File: src/logic/prsd_defs.svh
// Purpose: Offsets, field positions, reset values and timing in nanoseconds.
// Assumes: Byte-wide registers on a 10-bit address port.
// Notes: Definitions only.
`ifndef PRSD_DEFS_SVH
`define PRSD_DEFS_SVH
// Register offsets.
`define PRSD_A_POWER 10'h010
`define PRSD_A_RDIV_LO 10'h011
`define PRSD_A_RDIV_HI 10'h012
`define PRSD_A_SWAL 10'h013
`define PRSD_A_MAIN_LO 10'h014
`define PRSD_A_MAIN_HI 10'h015
`define PRSD_A_PRESC 10'h016
`define PRSD_A_RESETS 10'h018
`define PRSD_A_SYNC 10'h019
`define PRSD_A_MONSEL 10'h01B
`define PRSD_A_REFCTL 10'h01C
`define PRSD_A_AUTOCTL 10'h01D
`define PRSD_A_STATUS 10'h01F
`define PRSD_A_UPDATE 10'h232
`define PRSD_UPDATE_GO 8'h01
// Field positions.
`define PRSD_B_DIFF_MODE 0
`define PRSD_B_PRI_ON 1
`define PRSD_B_SEC_ON 2
`define PRSD_B_PIN_SEL 4
`define PRSD_B_AUTO 5
`define PRSD_B_MAN_SEC 6
`define PRSD_B_DEGL_OFF 7
`define PRSD_B_USE_STATUS 0
`define PRSD_B_PREFER_SEC 1
`define PRSD_B_STAT_SEC 2
`define PRSD_B_RST_R 0
`define PRSD_B_RST_AB 1
`define PRSD_B_RST_ALL 2
`define PRSD_B_SYNC_EN 7
// Monitor pin selection codes.
`define PRSD_MON_PRI_BAD 8'hF7
`define PRSD_MON_SEC_BAD 8'hF6
// Reset values.
`define PRSD_RST_BYTE 8'h00
`define PRSD_RST_POWER 8'h01
// Timing.
`define PRSD_CLK_PERIOD_NS 5
`define PRSD_REF_LOSS_NS 320
`endif

File: src/logic/prsd_pkg.sv
// Purpose: Types shared by the reference select and divider block.
// Assumes: Constants live in prsd_defs.svh.
// Notes: One-hot switch states.
`default_nettype none
package prsd_pkg;
    // Reference switch states, one-hot.
    typedef enum logic [3:0] {
        PRSD_SW_PRI = 4'b0001,
        PRSD_SW_TO_SEC = 4'b0010,
        PRSD_SW_SEC = 4'b0100,
        PRSD_SW_TO_PRI = 4'b1000
    } prsd_sw_t;
    // Register index type for the configuration bank.
    typedef logic [3:0] prsd_idx_t;
endpackage : prsd_pkg
`default_nettype wire

File: src/logic/prsd_top.sv
// Purpose: Reference select, power-down, switchover, R and N dividers.
// Assumes: All pins are synchronous to clk; clk is 200 MHz.
// Notes: Configuration writes land in a shadow bank; the update register
// copies them into the active bank that steers the logic.
//
// The plain strobed port and the address map were chosen for this implementation.
`include "prsd_defs.svh"
`default_nettype none
module prsd_top
    import prsd_pkg::*;
(
    // Clock and reset.
    input wire logic clk,
    input wire logic rst,
    // Register port.
    input wire logic [9:0] reg_addr,
    input wire logic [7:0] reg_wdata,
    input wire logic reg_wr,
    input wire logic reg_rd,
    output logic [7:0] reg_rdata,
    // Reference and feedback pins.
    input wire logic primary_single_ended_input,
    input wire logic secondary_single_ended_input,
    input wire logic fb_clk_in,
    input wire logic ref_sel_pin,
    input wire logic sync_n,
    // Phase detector inputs.
    output logic pfd_ref_q,
    output logic pfd_fb_q,
    // Buffer power and status pins.
    output logic diff_buf_on_q,
    output logic pri_buf_on_q,
    output logic sec_buf_on_q,
    output logic source_monitor_pin,
    output logic status_pin,
    output logic sel_secondary_q
);
    // Cycles without an edge on an input before that input counts as lost.
    localparam int LOSS_CYC = `PRSD_REF_LOSS_NS / `PRSD_CLK_PERIOD_NS;

    // Shadow bank written by software, active bank used by the logic.
    logic [7:0] shadow_q [14];
    logic [7:0] active_q [14];
    // Counter reset bits act at once and stay until cleared.
    logic [7:0] resets_q;
    // Registered read data.
    logic [7:0] rdata_q;

    // Address decode.
    wire in_bank = (reg_addr >= `PRSD_A_POWER) && (reg_addr <= `PRSD_A_AUTOCTL);
    wire prsd_idx_t idx = prsd_idx_t'(reg_addr - `PRSD_A_POWER);
    wire wr_bank = reg_wr && in_bank;
    wire wr_resets = reg_wr && (reg_addr == `PRSD_A_RESETS);
    wire update_go = reg_wr && (reg_addr == `PRSD_A_UPDATE) && (reg_wdata == `PRSD_UPDATE_GO);

    // Active fields.
    wire [7:0] power_a = active_q[0];
    wire [13:0] rdiv_a = {active_q[2][5:0], active_q[1]};
    wire [5:0] swal_a = active_q[3][5:0];
    wire [12:0] main_a = {active_q[5][4:0], active_q[4]};
    wire [2:0] presc_a = active_q[6][2:0];
    wire [7:0] sync_a = active_q[9];
    wire [7:0] monsel_a = active_q[11];
    wire [7:0] refctl_a = active_q[12];
    wire [7:0] autoctl_a = active_q[13];

    // Loop power and buffer enables.
    wire loop_on = (power_a[1:0] == 2'b00);
    wire diff_mode = refctl_a[`PRSD_B_DIFF_MODE];
    // Differential buffer runs only with the loop on and its mode chosen.
    wire diff_on = loop_on && diff_mode && refctl_a[`PRSD_B_PRI_ON];
    // Single-ended buffers: own bit, loop power, and off in differential mode.
    wire pri_on = loop_on && !diff_mode && refctl_a[`PRSD_B_PRI_ON];
    wire sec_on = loop_on && !diff_mode && refctl_a[`PRSD_B_SEC_ON];

    // Gated pin levels; a disabled buffer reads as a quiet low.
    wire pri_lvl = pri_on && primary_single_ended_input;
    wire sec_lvl = sec_on && secondary_single_ended_input;
    // In differential mode the pair is read as one comparator level.
    wire diff_lvl = diff_on && primary_single_ended_input && !secondary_single_ended_input;

    // Previous levels for edge detection.
    logic pri_prev_q;
    logic sec_prev_q;
    logic mux_prev_q;
    logic fb_prev_q;
    // Loss monitors count cycles since the last rising edge.
    logic [6:0] pri_gap_q;
    logic [6:0] sec_gap_q;

    wire pri_edge = pri_lvl && !pri_prev_q;
    wire sec_edge = sec_lvl && !sec_prev_q;
    wire pri_bad = !pri_on || (pri_gap_q >= 7'(LOSS_CYC));
    wire sec_bad = !sec_on || (sec_gap_q >= 7'(LOSS_CYC));

    // Loss monitors saturate at the loss threshold.
    always_ff @(posedge clk) begin
        if (rst) begin
            pri_gap_q <= 7'h00;
            sec_gap_q <= 7'h00;
        end else begin
            pri_gap_q <= pri_edge ? 7'h00 : (pri_bad ? pri_gap_q : pri_gap_q + 7'h01);
            sec_gap_q <= sec_edge ? 7'h00 : (sec_bad ? sec_gap_q : sec_gap_q + 7'h01);
        end
    end

    // Monitor pin shows a bad primary or secondary per its select code.
    wire mon_d = (monsel_a == `PRSD_MON_PRI_BAD) ? pri_bad :
                 (monsel_a == `PRSD_MON_SEC_BAD) ? sec_bad : 1'b0;
    // Status pin shows either loss flag, chosen by a control bit.
    wire stat_d = autoctl_a[`PRSD_B_STAT_SEC] ? sec_bad : pri_bad;

    // Selection request. Automatic mode follows the pin level and returns to
    // the preferred input as soon as it recovers; there is no latching.
    wire prefer_sec = autoctl_a[`PRSD_B_PREFER_SEC];
    wire auto_cmd = autoctl_a[`PRSD_B_USE_STATUS] ? stat_d : mon_d;
    wire auto_sec = prefer_sec ? !auto_cmd : auto_cmd;
    wire man_sec = refctl_a[`PRSD_B_PIN_SEL] ? ref_sel_pin : refctl_a[`PRSD_B_MAN_SEC];
    wire want_sec = refctl_a[`PRSD_B_AUTO] ? auto_sec : man_sec;
    wire degl_on = !refctl_a[`PRSD_B_DEGL_OFF];

    // Switch state machine.
    prsd_sw_t sw_q;
    prsd_sw_t sw_d;

    // With deglitching on, a switch completes only while the new input is
    // low, so the mux never makes a rising edge out of step with it. A target
    // held high leaves the switch pending for good.
    always_comb begin
        sw_d = sw_q;
        unique case (sw_q)
            PRSD_SW_PRI: begin
                if (want_sec) begin
                    sw_d = degl_on ? PRSD_SW_TO_SEC : PRSD_SW_SEC;
                end
            end
            PRSD_SW_TO_SEC: begin
                if (!want_sec) begin
                    sw_d = PRSD_SW_PRI;
                end else if (!degl_on || !sec_lvl) begin
                    sw_d = PRSD_SW_SEC;
                end
            end
            PRSD_SW_SEC: begin
                if (!want_sec) begin
                    sw_d = degl_on ? PRSD_SW_TO_PRI : PRSD_SW_PRI;
                end
            end
            PRSD_SW_TO_PRI: begin
                if (want_sec) begin
                    sw_d = PRSD_SW_SEC;
                end else if (!degl_on || !pri_lvl) begin
                    sw_d = PRSD_SW_PRI;
                end
            end
        endcase
    end

    // Outside differential mode, the loop uses the secondary while in or leaving the secondary state.
    wire use_sec = !diff_mode && ((sw_q == PRSD_SW_SEC) || (sw_q == PRSD_SW_TO_PRI));
    wire mux_lvl = diff_mode ? diff_lvl : (use_sec ? sec_lvl : pri_lvl);
    wire ref_edge = mux_lvl && !mux_prev_q;
    wire fb_edge = fb_clk_in && !fb_prev_q;

    // Divider resets: own bits, shared bit, and the sync pin when enabled.
    wire sync_rst = sync_a[`PRSD_B_SYNC_EN] && !sync_n;
    wire r_rst = resets_q[`PRSD_B_RST_R] || resets_q[`PRSD_B_RST_ALL] || sync_rst;
    wire ab_rst = resets_q[`PRSD_B_RST_AB] || resets_q[`PRSD_B_RST_ALL] || sync_rst;

    // R divider limit: zero and one both divide by one.
    wire [13:0] r_lim = (rdiv_a < 14'h0002) ? 14'h0001 : rdiv_a;

    // Prescaler modulus: codes 0..4 dual-modulus 2..32, 5..7 fixed 1..3.
    wire fixed_mode = (presc_a >= 3'h5);
    wire [5:0] p_val = fixed_mode ? {3'h0, presc_a - 3'h4} : (6'h02 << presc_a);
    // Swallow count reads as zero in a fixed mode.
    wire [5:0] a_eff = fixed_mode ? 6'h00 : swal_a;
    // Total ratio N = P * B + A, up to 262,175.
    wire [18:0] n_raw = 19'(p_val) * 19'(main_a) + 19'(a_eff);
    wire [18:0] n_lim = (n_raw == 19'h00000) ? 19'h00001 : n_raw;

    // Divider counters.
    logic [13:0] r_cnt_q;
    logic [18:0] n_cnt_q;
    wire r_wrap = ref_edge && (r_cnt_q >= r_lim - 14'h0001);
    wire n_wrap = fb_edge && (n_cnt_q >= n_lim - 19'h00001);

    // Register writes, update transfer and reset bits.
    always_ff @(posedge clk) begin
        if (rst) begin
            for (int i = 0; i < 14; i++) begin
                shadow_q[i] <= (i == 0) ? `PRSD_RST_POWER : `PRSD_RST_BYTE;
                active_q[i] <= (i == 0) ? `PRSD_RST_POWER : `PRSD_RST_BYTE;
            end
            resets_q <= `PRSD_RST_BYTE;
        end else begin
            if (wr_bank) begin
                shadow_q[idx] <= reg_wdata;
            end
            // New settings only reach the logic on an update.
            if (update_go) begin
                active_q <= shadow_q;
            end
            // Reset bits are not self-clearing.
            if (wr_resets) begin
                resets_q <= reg_wdata;
            end
        end
    end

    // Read data stands in the cycle after the read strobe.
    wire [7:0] status_rd = {4'h0, (sw_q == PRSD_SW_TO_SEC) || (sw_q == PRSD_SW_TO_PRI),
                            use_sec, !sec_bad, !pri_bad};
    wire [7:0] rd_d = in_bank ? shadow_q[idx] :
                      (reg_addr == `PRSD_A_RESETS) ? resets_q :
                      (reg_addr == `PRSD_A_STATUS) ? status_rd : 8'h00;

    always_ff @(posedge clk) begin
        if (rst) begin
            rdata_q <= 8'h00;
        end else begin
            rdata_q <= reg_rd ? rd_d : 8'h00;
        end
    end

    // Edge history and switch state.
    always_ff @(posedge clk) begin
        if (rst) begin
            pri_prev_q <= 1'b0;
            sec_prev_q <= 1'b0;
            mux_prev_q <= 1'b0;
            fb_prev_q <= 1'b0;
            sw_q <= PRSD_SW_PRI;
        end else begin
            pri_prev_q <= pri_lvl;
            sec_prev_q <= sec_lvl;
            mux_prev_q <= mux_lvl;
            fb_prev_q <= fb_clk_in;
            sw_q <= sw_d;
        end
    end

    // Reference divider: one pulse per r_lim selected edges.
    always_ff @(posedge clk) begin
        if (rst || r_rst) begin
            r_cnt_q <= 14'h0000;
            pfd_ref_q <= 1'b0;
        end else begin
            if (ref_edge) begin
                r_cnt_q <= r_wrap ? 14'h0000 : r_cnt_q + 14'h0001;
            end
            pfd_ref_q <= r_wrap;
        end
    end

    // Feedback divider: one pulse per n_lim feedback edges.
    always_ff @(posedge clk) begin
        if (rst || ab_rst) begin
            n_cnt_q <= 19'h00000;
            pfd_fb_q <= 1'b0;
        end else begin
            if (fb_edge) begin
                n_cnt_q <= n_wrap ? 19'h00000 : n_cnt_q + 19'h00001;
            end
            pfd_fb_q <= n_wrap;
        end
    end

    // Registered pin and enable outputs.
    always_ff @(posedge clk) begin
        if (rst) begin
            diff_buf_on_q <= 1'b0;
            pri_buf_on_q <= 1'b0;
            sec_buf_on_q <= 1'b0;
            source_monitor_pin <= 1'b0;
            status_pin <= 1'b0;
            sel_secondary_q <= 1'b0;
        end else begin
            diff_buf_on_q <= diff_on;
            pri_buf_on_q <= pri_on;
            sec_buf_on_q <= sec_on;
            source_monitor_pin <= mon_d;
            status_pin <= stat_d;
            sel_secondary_q <= use_sec;
        end
    end

    assign reg_rdata = rdata_q;

endmodule : prsd_top
`default_nettype wire

File: config.mk
export PLATFORM = sky130hd
export DESIGN_NAME = prsd_top
export DESIGN_NICKNAME = d
export VERILOG_FILES = /design/src/logic/prsd_pkg.sv /design/src/logic/prsd_top.sv
export VERILOG_INCLUDE_DIRS = /design/src /design/src/logic
export SDC_FILE = /design/constraint.sdc
export NUM_CORES = 1
export LEC_CHECK = 0
export BUFFER_PORTS_ARGS = -buffer_cell sky130_fd_sc_hd__buf_2
export CAP_MARGIN = 25
export CORE_ASPECT_RATIO = 1.5
export CORE_UTILIZATION = 30
export CTS_CLUSTER_SIZE = 16
export DETAILED_ROUTE_END_ITERATION = 10
export GPL_ROUTABILITY_DRIVEN = 0
export GPL_TIMING_DRIVEN = 0
export REMOVE_ABC_BUFFERS = 1
export SYNTH_ARGS = -nofsm -noshare
export SYNTH_HDL_FRONTEND = slang
export SYNTH_SLANG_ARGS = --single-unit
File: constraint.sdc
create_clock -name clk -period 10.32 [get_ports clk]
set_input_delay 0 -clock clk [delete_from_list [all_inputs] [get_ports clk]]
set_output_delay 0 -clock clk [all_outputs]
set_load 0.05 [all_outputs]
Yosys cells after proc, flatten, opt, wreduce, memory -nomap -nowiden
Cells that the tools add are included.

storage, ports and cells
  register bits = 256
  latch bits = 0
  RAM bits = 0
  ROM bits = 0
  input port bits = 27
  output and inout bits = 16
  logic and storage cells = 169
  memories kept = 0

operators by class
  $add $sub $neg = 9
  multipliers = 1
  divide/modulo/power cells = 0
  magnitude comparators = 10
  equal/unequal tests = 14
  shifts and indexed selects = 1
  mux-type cells = 33
  bitwise gates (word level) = 2
  reduce and logical (&&, ||, !) cells = 55

operators with widths
  operator                                               number
  bitwise mux 112 bit                                    1
  two-way mux 8 bit                                      5
  two-way mux 19 bit                                     2
  binary-select mux 8 bit (select 4 bit)                 1
  demux 8 bit (select 4 bit)                             1
  two-way mux 4 bit                                      8
  two-way mux 14 bit                                     2
  logical AND 1 bit                                      23
  equality test 10 x 5 -> 1 bit (second input constant)  2
  adder 19 x 1 -> 19 bit (second input constant)         1
  adder 19 x 6 -> 19 bit                                 1
  >= comparator 19 bit                                   1
  logical NOT 19 bit                                     1
  multiplier 6 x 13 -> 19 bit                            1
  subtractor 19 x 1 -> 19 bit (second input constant)    1
  equality test 8 bit (second input constant)            2
  one-hot mux 4 bit (4 select lines)                     1
  adder 14 x 1 -> 14 bit (second input constant)         1
  adder 7 x 1 -> 7 bit (second input constant)           2
  >= comparator 14 bit                                   1
  >= comparator 7 bit (second input constant)            2
  logical NOT 1 bit                                      14
  < comparator 14 x 2 -> 1 bit (second input constant)   1
  subtractor 14 x 1 -> 14 bit (second input constant)    1
  other kinds (25)                                       49

Depth between registers and ports, before layout
Gate-level depths: netlist of run 1.

  word-level depth = 13
  depth in mapped cells = 37
  gate-level depth less buffers = 35

Worst setup path after synthesis of run 1
OpenSTA, ideal clock, no wires.

  path kind = reg-to-reg
  start = register active_q[56] in the netlist's numbering
  end = register n_cnt_q[10]
  library setup time = 128 ps
  arrival = 8,533 ps
  required time = 10,192 ps
  slack = 1,659 ps
  stages on the path, launching flop included = 33
  path buffers = 3
  period minus slack after synthesis = 8,661 ps
  cells stage by stage = dfxtp_1 > clkbuf_1 > nor3b_1 > clkbuf_1 > and2_1 > fa_1 > fa_1 > fa_1 > fa_1 > ha_1 > nand2_1 > o31a_1 > o2bb2ai_1 > mux2i_1 > nor4_2 > nor3_1 > and4b_1 > nand2b_4 > nor2b_1 > ha_1 > nand3b_1 > nor3_1 > nor3b_2 > nand3_1 > or4_1 > nor4_1 > xor2_1 > ha_1 > nand4_1 > or3_1 > o211ai_1 > clkbuf_1 > nor2_1

between the ends
  cells in the longest elaborated chain, start to end = 10
  elaborated cells on any way between the ends = 13
  those cells by class = add/sub: 3; mul: 1; order compare: 2; shift: 1; mux: 4; reduce/logical: 2

RTL lines
  item                                            RTL line         RTL
  from (decl)                                     prsd_top.sv:43   logic [7:0] active_q [14];
  from (signal, indexed assignment)               prsd_top.sv:193  active_q[i] <= (i == 0) ? `PRSD_RST_POWER : `PRSD_RST_BYTE;
  from (signal assigned)                          prsd_top.sv:202  active_q <= shadow_q;
  subtractor 3 bit, or another cell as far along  prsd_top.sv:175  wire [5:0] p_val = fixed_mode ? {3'h0, presc_a - 3'h4} : (6'h02 << presc_a);
  two-way mux 6 bit                               prsd_top.sv:175
  multiplier 6 x 13 -> 19 bit                     prsd_top.sv:179  wire [18:0] n_raw = 19'(p_val) * 19'(main_a) + 19'(a_eff);
  adder 19 x 6 -> 19 bit *                        prsd_top.sv:179
  logical NOT 19 bit                              prsd_top.sv:180  wire [18:0] n_lim = (n_raw == 19'h00000) ? 19'h00001 : n_raw;
  two-way mux 19 bit *                            prsd_top.sv:180
  subtractor 19 x 1 -> 19 bit *                   prsd_top.sv:186  wire n_wrap = fb_edge && (n_cnt_q >= n_lim - 19'h00001);
  >= comparator 19 bit *                          prsd_top.sv:186
  logical AND 1 bit *                             prsd_top.sv:186
  two-way mux 19 bit *                            prsd_top.sv:263  n_cnt_q <= n_wrap ? 19'h00000 : n_cnt_q + 19'h00001;
  to (signal assigned)                            prsd_top.sv:263
  to (decl)                                       prsd_top.sv:184  logic [18:0] n_cnt_q;

Every way passes the cells marked *; elsewhere a longest branch is shown, timed or not.
A chain may end at the register's enable or synchronous reset.

Worst setup path in the final report of run 1
  start = register active_q[58] in the netlist's numbering
  end = register n_cnt_q[3]

The elaborated chain is that of the path after synthesis.

==> results of run 1 <==
==> metal layers <==
layer	share of wire, %	vias to the layer above	track usage (%)
met5	0	-	0
met4	4.8	0	7.81
met3	3.2	72	1.58
met2	54	207	30.1
met1	38	5473	15.5
li1	-	5722	-
==> final cells by class <==
cell class / count / area (um2) / area share, %
Clock inverter: 14 / 169 / 1.06
Multi-Input combinational cell: 1282 / 8690 / 54.5
Tap cell: 588 / 736 / 4.62
Sequential cell: 243 / 4860 / 30.5
Timing Repair Buffer: 75 / 543 / 3.41
Inverter: 67 / 251 / 1.58
Clock buffer: 31 / 678 / 4.26
==> sequential cells by signal, summed over array words and instances, names as in the netlist, 2 cells and up <==
signal / count
active_q: 36
monsel_a: 8
pri_gap_q: 7
shadow_q: 112
autoctl_a: 3
n_cnt_q: 19
r_cnt_q: 14
sec_gap_q: 7
sw_q: 4
resets_q: 3
power_a: 2
refctl_a: 7
reg_rdata: 8
==> worst min-delay path, cell delays in order <==
cell and delay, ps:
buf_2 110, nand3_1 90, nor3_1 110, a22oi_1 170
nor2_1 60
==> what timing repair did <==
| action | CTS | global route |
|---|---|---|
| hold buffers | 17 | 0 |
| endpoints found under the hold margin | 168 | 0 |
| endpoints found under the setup margin | 0 | 19 |
| buffers inserted | 0 | 2 |
==> synth_stat cells (15+ instances only) <==
cell type	instances	area share, %
and3_1	30	1.3
nand3_1	37	1.3
o21ai_0	28	0.99
nor2_1	113	3.0
xnor2_1	37	2.3
inv_1	67	1.8
mux2i_1	44	3.1
dfxtp_1	243	35
ha_1	83	7.4
fa_1	48	6.8
nand4_1	15	0.67
and2_1	58	2.6
mux4_2	24	3.8
clkbuf_1	72	1.9
nand2_1	346	9.2
a21oi_1	179	6.4
xor2_1	42	2.6
nor2b_1	27	1.2
nor3_1	41	1.5
==> worst paths after layout <==
| path | slack (ps) | end |
|---|---|---|
| setup reg to reg | 760 | n_cnt_q[3] |
| setup / recovery | 760 | n_cnt_q[3] |
| hold / removal | 50 | reg_rdata[3] |
| hold reg to reg | 450 | active_q[85] |
==> power groups by stage <==
stage | clock network, mW | registers, mW | logic (mW)
after global routing | 0.999 | 0.959 | 0.115
after global placement | 0 | 0.979 | 0.0971
final | 0.946 | 0.958 | 0.106
after floorplan | 0 | 0.979 | 0.0502
after CTS | 0.967 | 0.958 | 0.106
after detailed placement | 0 | 0.979 | 0.102
==> through the flow <==
step           utilization [%]  total power [mW]
6_report                  34.6              2.01
5_1_grt                   34.6              2.07
4_1_cts                   34.6              2.03
3_5_place_dp              32.4              1.08
3_3_place_gp              32.0              1.08
2_1_floorplan                -              1.03
==> cell families after synthesis <==
group                    count (synthesis)
adder cells (fa/ha/maj)                131
multiplexers                            69
AND/OR/NAND/NOR                        736
flip-flops                             243
XOR/XNOR                                80
buffers and inverters                  146
AO/OA/AOI/OAI                          266
==> key figures, run 1 <==
Critical path
  • Critical path arrival: 9990 ps
  • Nature of the critical path startpoint: flip-flop
  • Worst flop-to-flop path startpoint: active_q[58]
  • Crit path largest cell delay: 720 ps
  • CP Class: flip-flop to flip-flop
  • Worst Path Buf+Inv: 2
  • Stages on worst setup path: 32
  • Worst EP required: roughly 11000 ps
  • Setup crit end kind: flip-flop
  • CP startpoint: active_q[58]
  • CP delay by family, top: simple AND/OR/NAND/NOR gates
  • Most Frequent Cell on Critical Path: fa_1
  • Crit Path Max Fanout: 21
  • Worst reg2reg path depth: 32
  • Slowest stage cell, crit path: dfxtp_1

Floorplan
  • I/O pins: 43
  • Die X: 179 um
  • Core Box Area: approximately 46000 um2
  • Initial Util: a little under a third
  • Die height: 267 um
  • Die Area: 47900 um2
  • Row Count: 96

Logic synthesis
  • Most used flip-flop cell after synthesis: dfxtp_1
  • Adder-cell share of the synthesized area: 14.2%
  • Post-synthesis sequential area ratio: 34.5%
  • YS warnings: 0
  • Post-synth cell types: 66
  • Synth Area in Simple Gates: 24.6%
  • Mux cell area share after synthesis: approximately 7.0%
  • Syn avg cell area: 8.43 um2
  • Xor/xnor cell area share of the yosys netlist: 5.03%
  • Asr flop ratio synth: 0%
  • Post-synthesis sequential element count: 243
  • Largest family of logic cells by synthesized area: simple AND/OR/NAND/NOR gates
  • Area of the mapped netlist: 14100 um2
  • Compound-Gate Fraction of Synth Area: 10.8%
  • EDFF count, synth: 0
  • Synthesized instance count: 1671

Power
  • Peak supply drop: 0.140 mV
  • Sw Share: 23.9%
  • Pwr Density: 126 nW/um2
  • Seq pwr share: 47.7%
  • Clk pwr share: 47.1%
  • Internal: 1.53 mW
  • Pleak: 6.47 nW
  • Psw: 0.480 mW
  • Logic pwr share: 5.3%

Clock tree
  • TritonCTS clock tree: built
  • Clock-pin transition on the worst setup and hold timing paths: 70 ps
  • CTS Buffer Depth: 3
  • CTS H-tree depth: 1
  • Worst skew pair latency: roughly 540 ps
  • Clk Tree Root Cell: clkbuf_16
  • Clock sinks: roughly 240
  • Resized cells post-CTS: 0
  • Num CTS Buffers: 25

Drt
  • Via count of the routed design: 11500
  • DRT iter0 DRCs: 529
  • DRT Pass-1 Iters: 6
  • Final WL: 35800 um
  • Routed vias/inst: 4.99
  • Wire length per cell: 15.6 um
  • DRT antenna net count: 0
  • DRC: 0

Place
  • Post-Place Worst Slack: approximately 390 ps
  • PortBufs: 42
  • Post-Place Cells: 2236
  • Placed Area: 14900 um2
  • Post-DP HPWL: between 20000 and 30000 um

Run
  • Max cap viols: 0

Run status
  • Status: finished, final reports clean

Final layout
  • Share of cells above drive strength 1: 8.59%
  • Fin nets: 1852
  • Final Cell Area: between 15000 and 20000 um2
  • Area delta synth->final: 13.1%
  • Final non-filler cell total: 2300
  • Commonest non-fill, non-tap cell in the layout: nand2_1
  • Diode count: 0
  • Most frequent cells in the layout: nand2_1, dfxtp_1, a21oi_1, nor2_1, ha_1
  • Fillers: 4718

GRT
  • First-pass GRT wire length: 58800 um
  • Vias in the first global route: 11800
  • GR Util All Layers: between 10% and 20%
  • GRT overflow: 0
  • Initial antenna violation count: 0
  • Largest net degree at the start of global routing: approximately 120

STA
  • Setup violators final: 0
  • Post-Route Setup TNS: 0 ps
  • Final min period: 9560 ps
  • Max-slew headroom: 31.0%
  • Final Worst Setup Slack: around 760 ps
  • Layout Skew: 11.5 ps
  • Worst Tran Pin Value: 1030 ps
  • Fmax: 105 MHz
  • RSZ-0062 raised after global routing: false
  • Final hold violations: 0
  • Final Hold Slack: 48.5 ps
  • Max-slew violations: 0
  • Period utilisation layout: 92.6%

Hold path
  • Worst hold path type: input pin to flip-flop
  • Worst hold path cell count: 5
  • Worst Hold Launch: reg_addr[4]
No activity file was read; power rests on OpenSTA's default activity.
==> run 2: changes to the inputs <==
ABC_AREA = 1   (was default)
CORE_ASPECT_RATIO = default   (was 1.5)
==> run 2 against run 1 <==
  * Clock-buffer cell count rose by 3
  * Combinational power up 12%
  * Synthesized cell count up 16%
  * Maximum frequency increased by 17%
  * Via count up 10%
  * First-iteration DRC count up 74%
  * Sequential power down 0.6%
  * Highest routed layer unchanged
==> key figures, run 2 <==
Clock tree
  • Worst skew pair latency: 550 ps (was 540 ps)
  • Resized cells post-CTS: 0 (unchanged)
  • Clock sinks: 243 (unchanged)
  • CTS Buffer Depth: 3 (unchanged)
  • Clock-pin transition on the worst setup and hold timing paths: 60 ps (was 70 ps)
  • CTS H-tree depth: 1 (unchanged)
  • TritonCTS clock tree: built (unchanged)
  • Clk Tree Root Cell: clkbuf_16 (unchanged)
  • Num CTS Buffers: 27 (was 25)

Critical path
  • CP delay by family, top: simple AND/OR/NAND/NOR gates (unchanged)
  • Critical path arrival: 8650 ps (was 9990 ps)
  • Worst flop-to-flop path startpoint: active_q[57] (was active_q[58])
  • Nature of the critical path startpoint: flip-flop (unchanged)
  • Worst R2R Setup Slack: 2140 ps (was 760 ps)
  • Worst EP required: 10790 ps (was 10750 ps)
  • Slowest stage cell, crit path: fa_1 (was dfxtp_1)
  • Crit Path Max Fanout: 18 (was 21)
  • Worst Path Buf+Inv: 6 (was 2)
  • CP Class: flip-flop to flip-flop (unchanged)
  • Crit path largest cell delay: 520 ps (was 720 ps)
  • Most Frequent Cell on Critical Path: nand2_1 (was fa_1)
  • CP startpoint: active_q[57] (was active_q[58])
  • Setup crit end kind: flip-flop (unchanged)

GRT
  • GRT overflow: 0 (unchanged)
  • Largest net degree at the start of global routing: 95 (was 124)
  • GR Util All Layers: 15.0% (was 15.3%)
  • Vias in the first global route: 12200 (was 11800)
  • Initial antenna violation count: 1 (was 0)
  • First-pass GRT wire length: 61700 um (was 58800 um)

Final layout
  • Top flop regs: shadow_q x112, active_q x36, n_cnt_q x19 (unchanged)
  • Max reg flops: 112 (unchanged)
  • Most flops, register: shadow_q (unchanged)
  • Area delta synth->final: 13.3% (was 13.1%)
  • Fin nets: 2117 (was 1852)
  • Most frequent cells in the layout: nand2_1, nor2_1, inv_1, dfxtp_1, a21oi_1 (was nand2_1, dfxtp_1, a21oi_1, nor2_1, ha_1)
  • Fillers: 4871 (was 4718)
  • Post-layout util: 34.8% (was 34.6%)
  • Share of cells above drive strength 1: 6.92% (was 8.59%)
  • Commonest non-fill, non-tap cell in the layout: nand2_1 (unchanged)

Drt
  • DRT Pass-1 Iters: 6 (unchanged)
  • Routed vias/inst: 4.90 (was 4.99)
  • DRT iter0 DRCs: 919 (was 529)
  • DRC: 0 (unchanged)
  • Final WL: 37300 um (was 35800 um)
  • DRT antenna net count: 0 (unchanged)
  • Wire length per cell: 14.4 um (was 15.6 um)
  • Via count of the routed design: 12700 (was 11500)

Place
  • PortBufs: 42 (unchanged)
  • Post-DP HPWL: 27700 um (was 26400 um)

Floorplan
  • Initial Util: 30.7% (was 30.6%)
  • I/O pins: 43 (unchanged)
  • Die Area: 48900 um2 (was 47900 um2)
  • Die height: 221 um (was 267 um)
  • Die X: 221 um (was 179 um)
  • Core Box Area: 47000 um2 (was 46000 um2)
  • Row Count: 79 (was 96)

Logic synthesis
  • Area of the mapped netlist: 14400 um2 (was 14100 um2)
  • Most used flip-flop cell after synthesis: dfxtp_1 (unchanged)
  • Mux cell area share after synthesis: 0.0694% (was 7.04%)
  • Count leader, synth: nand2_1 (unchanged)
  • Compound-Gate Fraction of Synth Area: 17.5% (was 10.8%)
  • EDFF count, synth: 0 (unchanged)
  • Syn avg cell area: 7.44 um2 (was 8.43 um2)
  • Most instantiated cells after synthesis: nand2_1, nor2_1, inv_1 (was nand2_1, dfxtp_1, a21oi_1)
  • Post-synth cell types: 53 (was 66)
  • Xor/xnor cell area share of the yosys netlist: 3.52% (was 5.03%)
  • YS warnings: 0 (unchanged)
  • Post-synth top area share: 33.7% (was 34.5%)
  • Synthesized instance count: 1937 (was 1671)
  • Synth Area in Simple Gates: 22.1% (was 24.6%)
  • Largest family of logic cells by synthesized area: simple AND/OR/NAND/NOR gates (unchanged)
  • Synth area leader: dfxtp_1 (unchanged)
  • Post-synthesis sequential element count: 243 (unchanged)
  • Adder-cell share of the synthesized area: 13.9% (was 14.2%)
  • Asr flop ratio synth: 0% (unchanged)
  • Synth area leaders: dfxtp_1, nand2_1, ha_1 (unchanged)
  • Post-synthesis sequential area ratio: 33.7% (was 34.5%)

STA
  • Worst Tran Pin Value: 959 ps (was 1030 ps)
  • Final min period: 8180 ps (was 9560 ps)
  • Max-slew headroom: 36.0% (was 31.0%)
  • Layout Skew: 10.3 ps (was 11.5 ps)
  • Final hold violations: 0 (unchanged)
  • RSZ-0062 raised after global routing: false (unchanged)
  • Fmax: 122 MHz (was 105 MHz)
  • Max-slew violations: 0 (unchanged)
  • Setup violators final: 0 (unchanged)
  • Post-Route Setup TNS: 0 ps (unchanged)
  • Period utilisation layout: 79.3% (was 92.6%)

Run status
  • Status: finished, final reports clean (unchanged)

Run
  • Max cap viols: 0 (unchanged)

Power
  • Total power: 2.14 mW (was 2.01 mW)
  • Pwr Density: 131 nW/um2 (was 126 nW/um2)
  • Peak supply drop: 0.143 mV (was 0.140 mV)
  • Pleak: 7.16 nW (was 6.47 nW)

Hold path
  • Worst Hold Launch: sync_n (was reg_addr[4])
  • Worst hold path type: input pin to flip-flop (unchanged)
run 2: cell count changes in the layout (fill, tap and decap cells not counted), moves of 32 or more:
cell	before	now
o21ai_0	28	128
mux2i_1	44	1
and2_1	58	4
a22oi_1	4	36
nor2_1	113	275
inv_1	67	256
nand2_1	346	282
run 2: area by class of cell:
class / count / area [um2] / share of cell area, %
Tap cell: 607 / 759 / 4.65
Clock buffer: 34 / 752 / 4.60
Timing Repair Buffer: 63 / 463 / 2.83
Inverter: 267 / 1010 / 6.20
Clock inverter: 16 / 240 / 1.47
Sequential cell: 243 / 4860 / 29.8
Multi-Input combinational cell: 1357 / 8240 / 50.4
Antenna cell: 1 / 2.50 / 0.0153
run 2: logic make-up after synthesis:
family,count (synthesis)
multiplexers,1
buffers and inverters,337
XOR/XNOR,58
AO/OA/AOI/OAI,443
flip-flops,243
adder cells (fa/ha/maj),131
AND/OR/NAND/NOR,724
run 2: worst paths after layout:
path / end / depth (start not counted)
setup / recovery: n_cnt_q[1] / 40
hold / removal: pfd_fb_q / 3
setup reg to reg: n_cnt_q[1] / 40
hold reg to reg: active_q[85] / 2
run 2: what timing repair did:
item / 4_1_cts / 5_1_grt
buffers inserted: 0 / 0
endpoints found under the hold margin: 32 / 0
hold buffers: 17 / 0
run 2: layer usage:
metal / vias up / track usage [%] / routed length (um)
met1: 5852 / 19.8 / 17400
li1: 6433 / - / -
met2: 322 / 25.1 / 17000
met4: 0 / 5.62 / 1070
met3: 70 / 1.87 / 1840
met5: - / 0 / 0
run 2: worst reg2reg max path, delay by kind of cell (launching register included):
kind	cells	cell delay, ps
AOI/OAI and AO/OA	4	720
buffers and inverters	6	680
adders and majority gates	7	2650
xor gates and xnor gates	1	190
and+or+nand+nor	22	3520
DFF	1	350
run 2: stage by stage:
step	area, um2	std cells	hold slack (ps)	setup slack [ps]
floorplan	14100	1867	69.1	3170
global placement	15100	2516	281	1520
detailed placement	15200	2520	280	2200
CTS	16300	2587	14.1	2170
global route	16300	2588	58.2	1290
finish	16300	2588	24.4	2140
run 2: power by group:
part           internal [mW]  leakage (nW)  switching [mW]
Sequential             0.946          1.96         0.00553
Combinational         0.0330          4.70          0.0863
Clock                  0.666         0.498           0.400
Total                   1.65          7.16           0.492
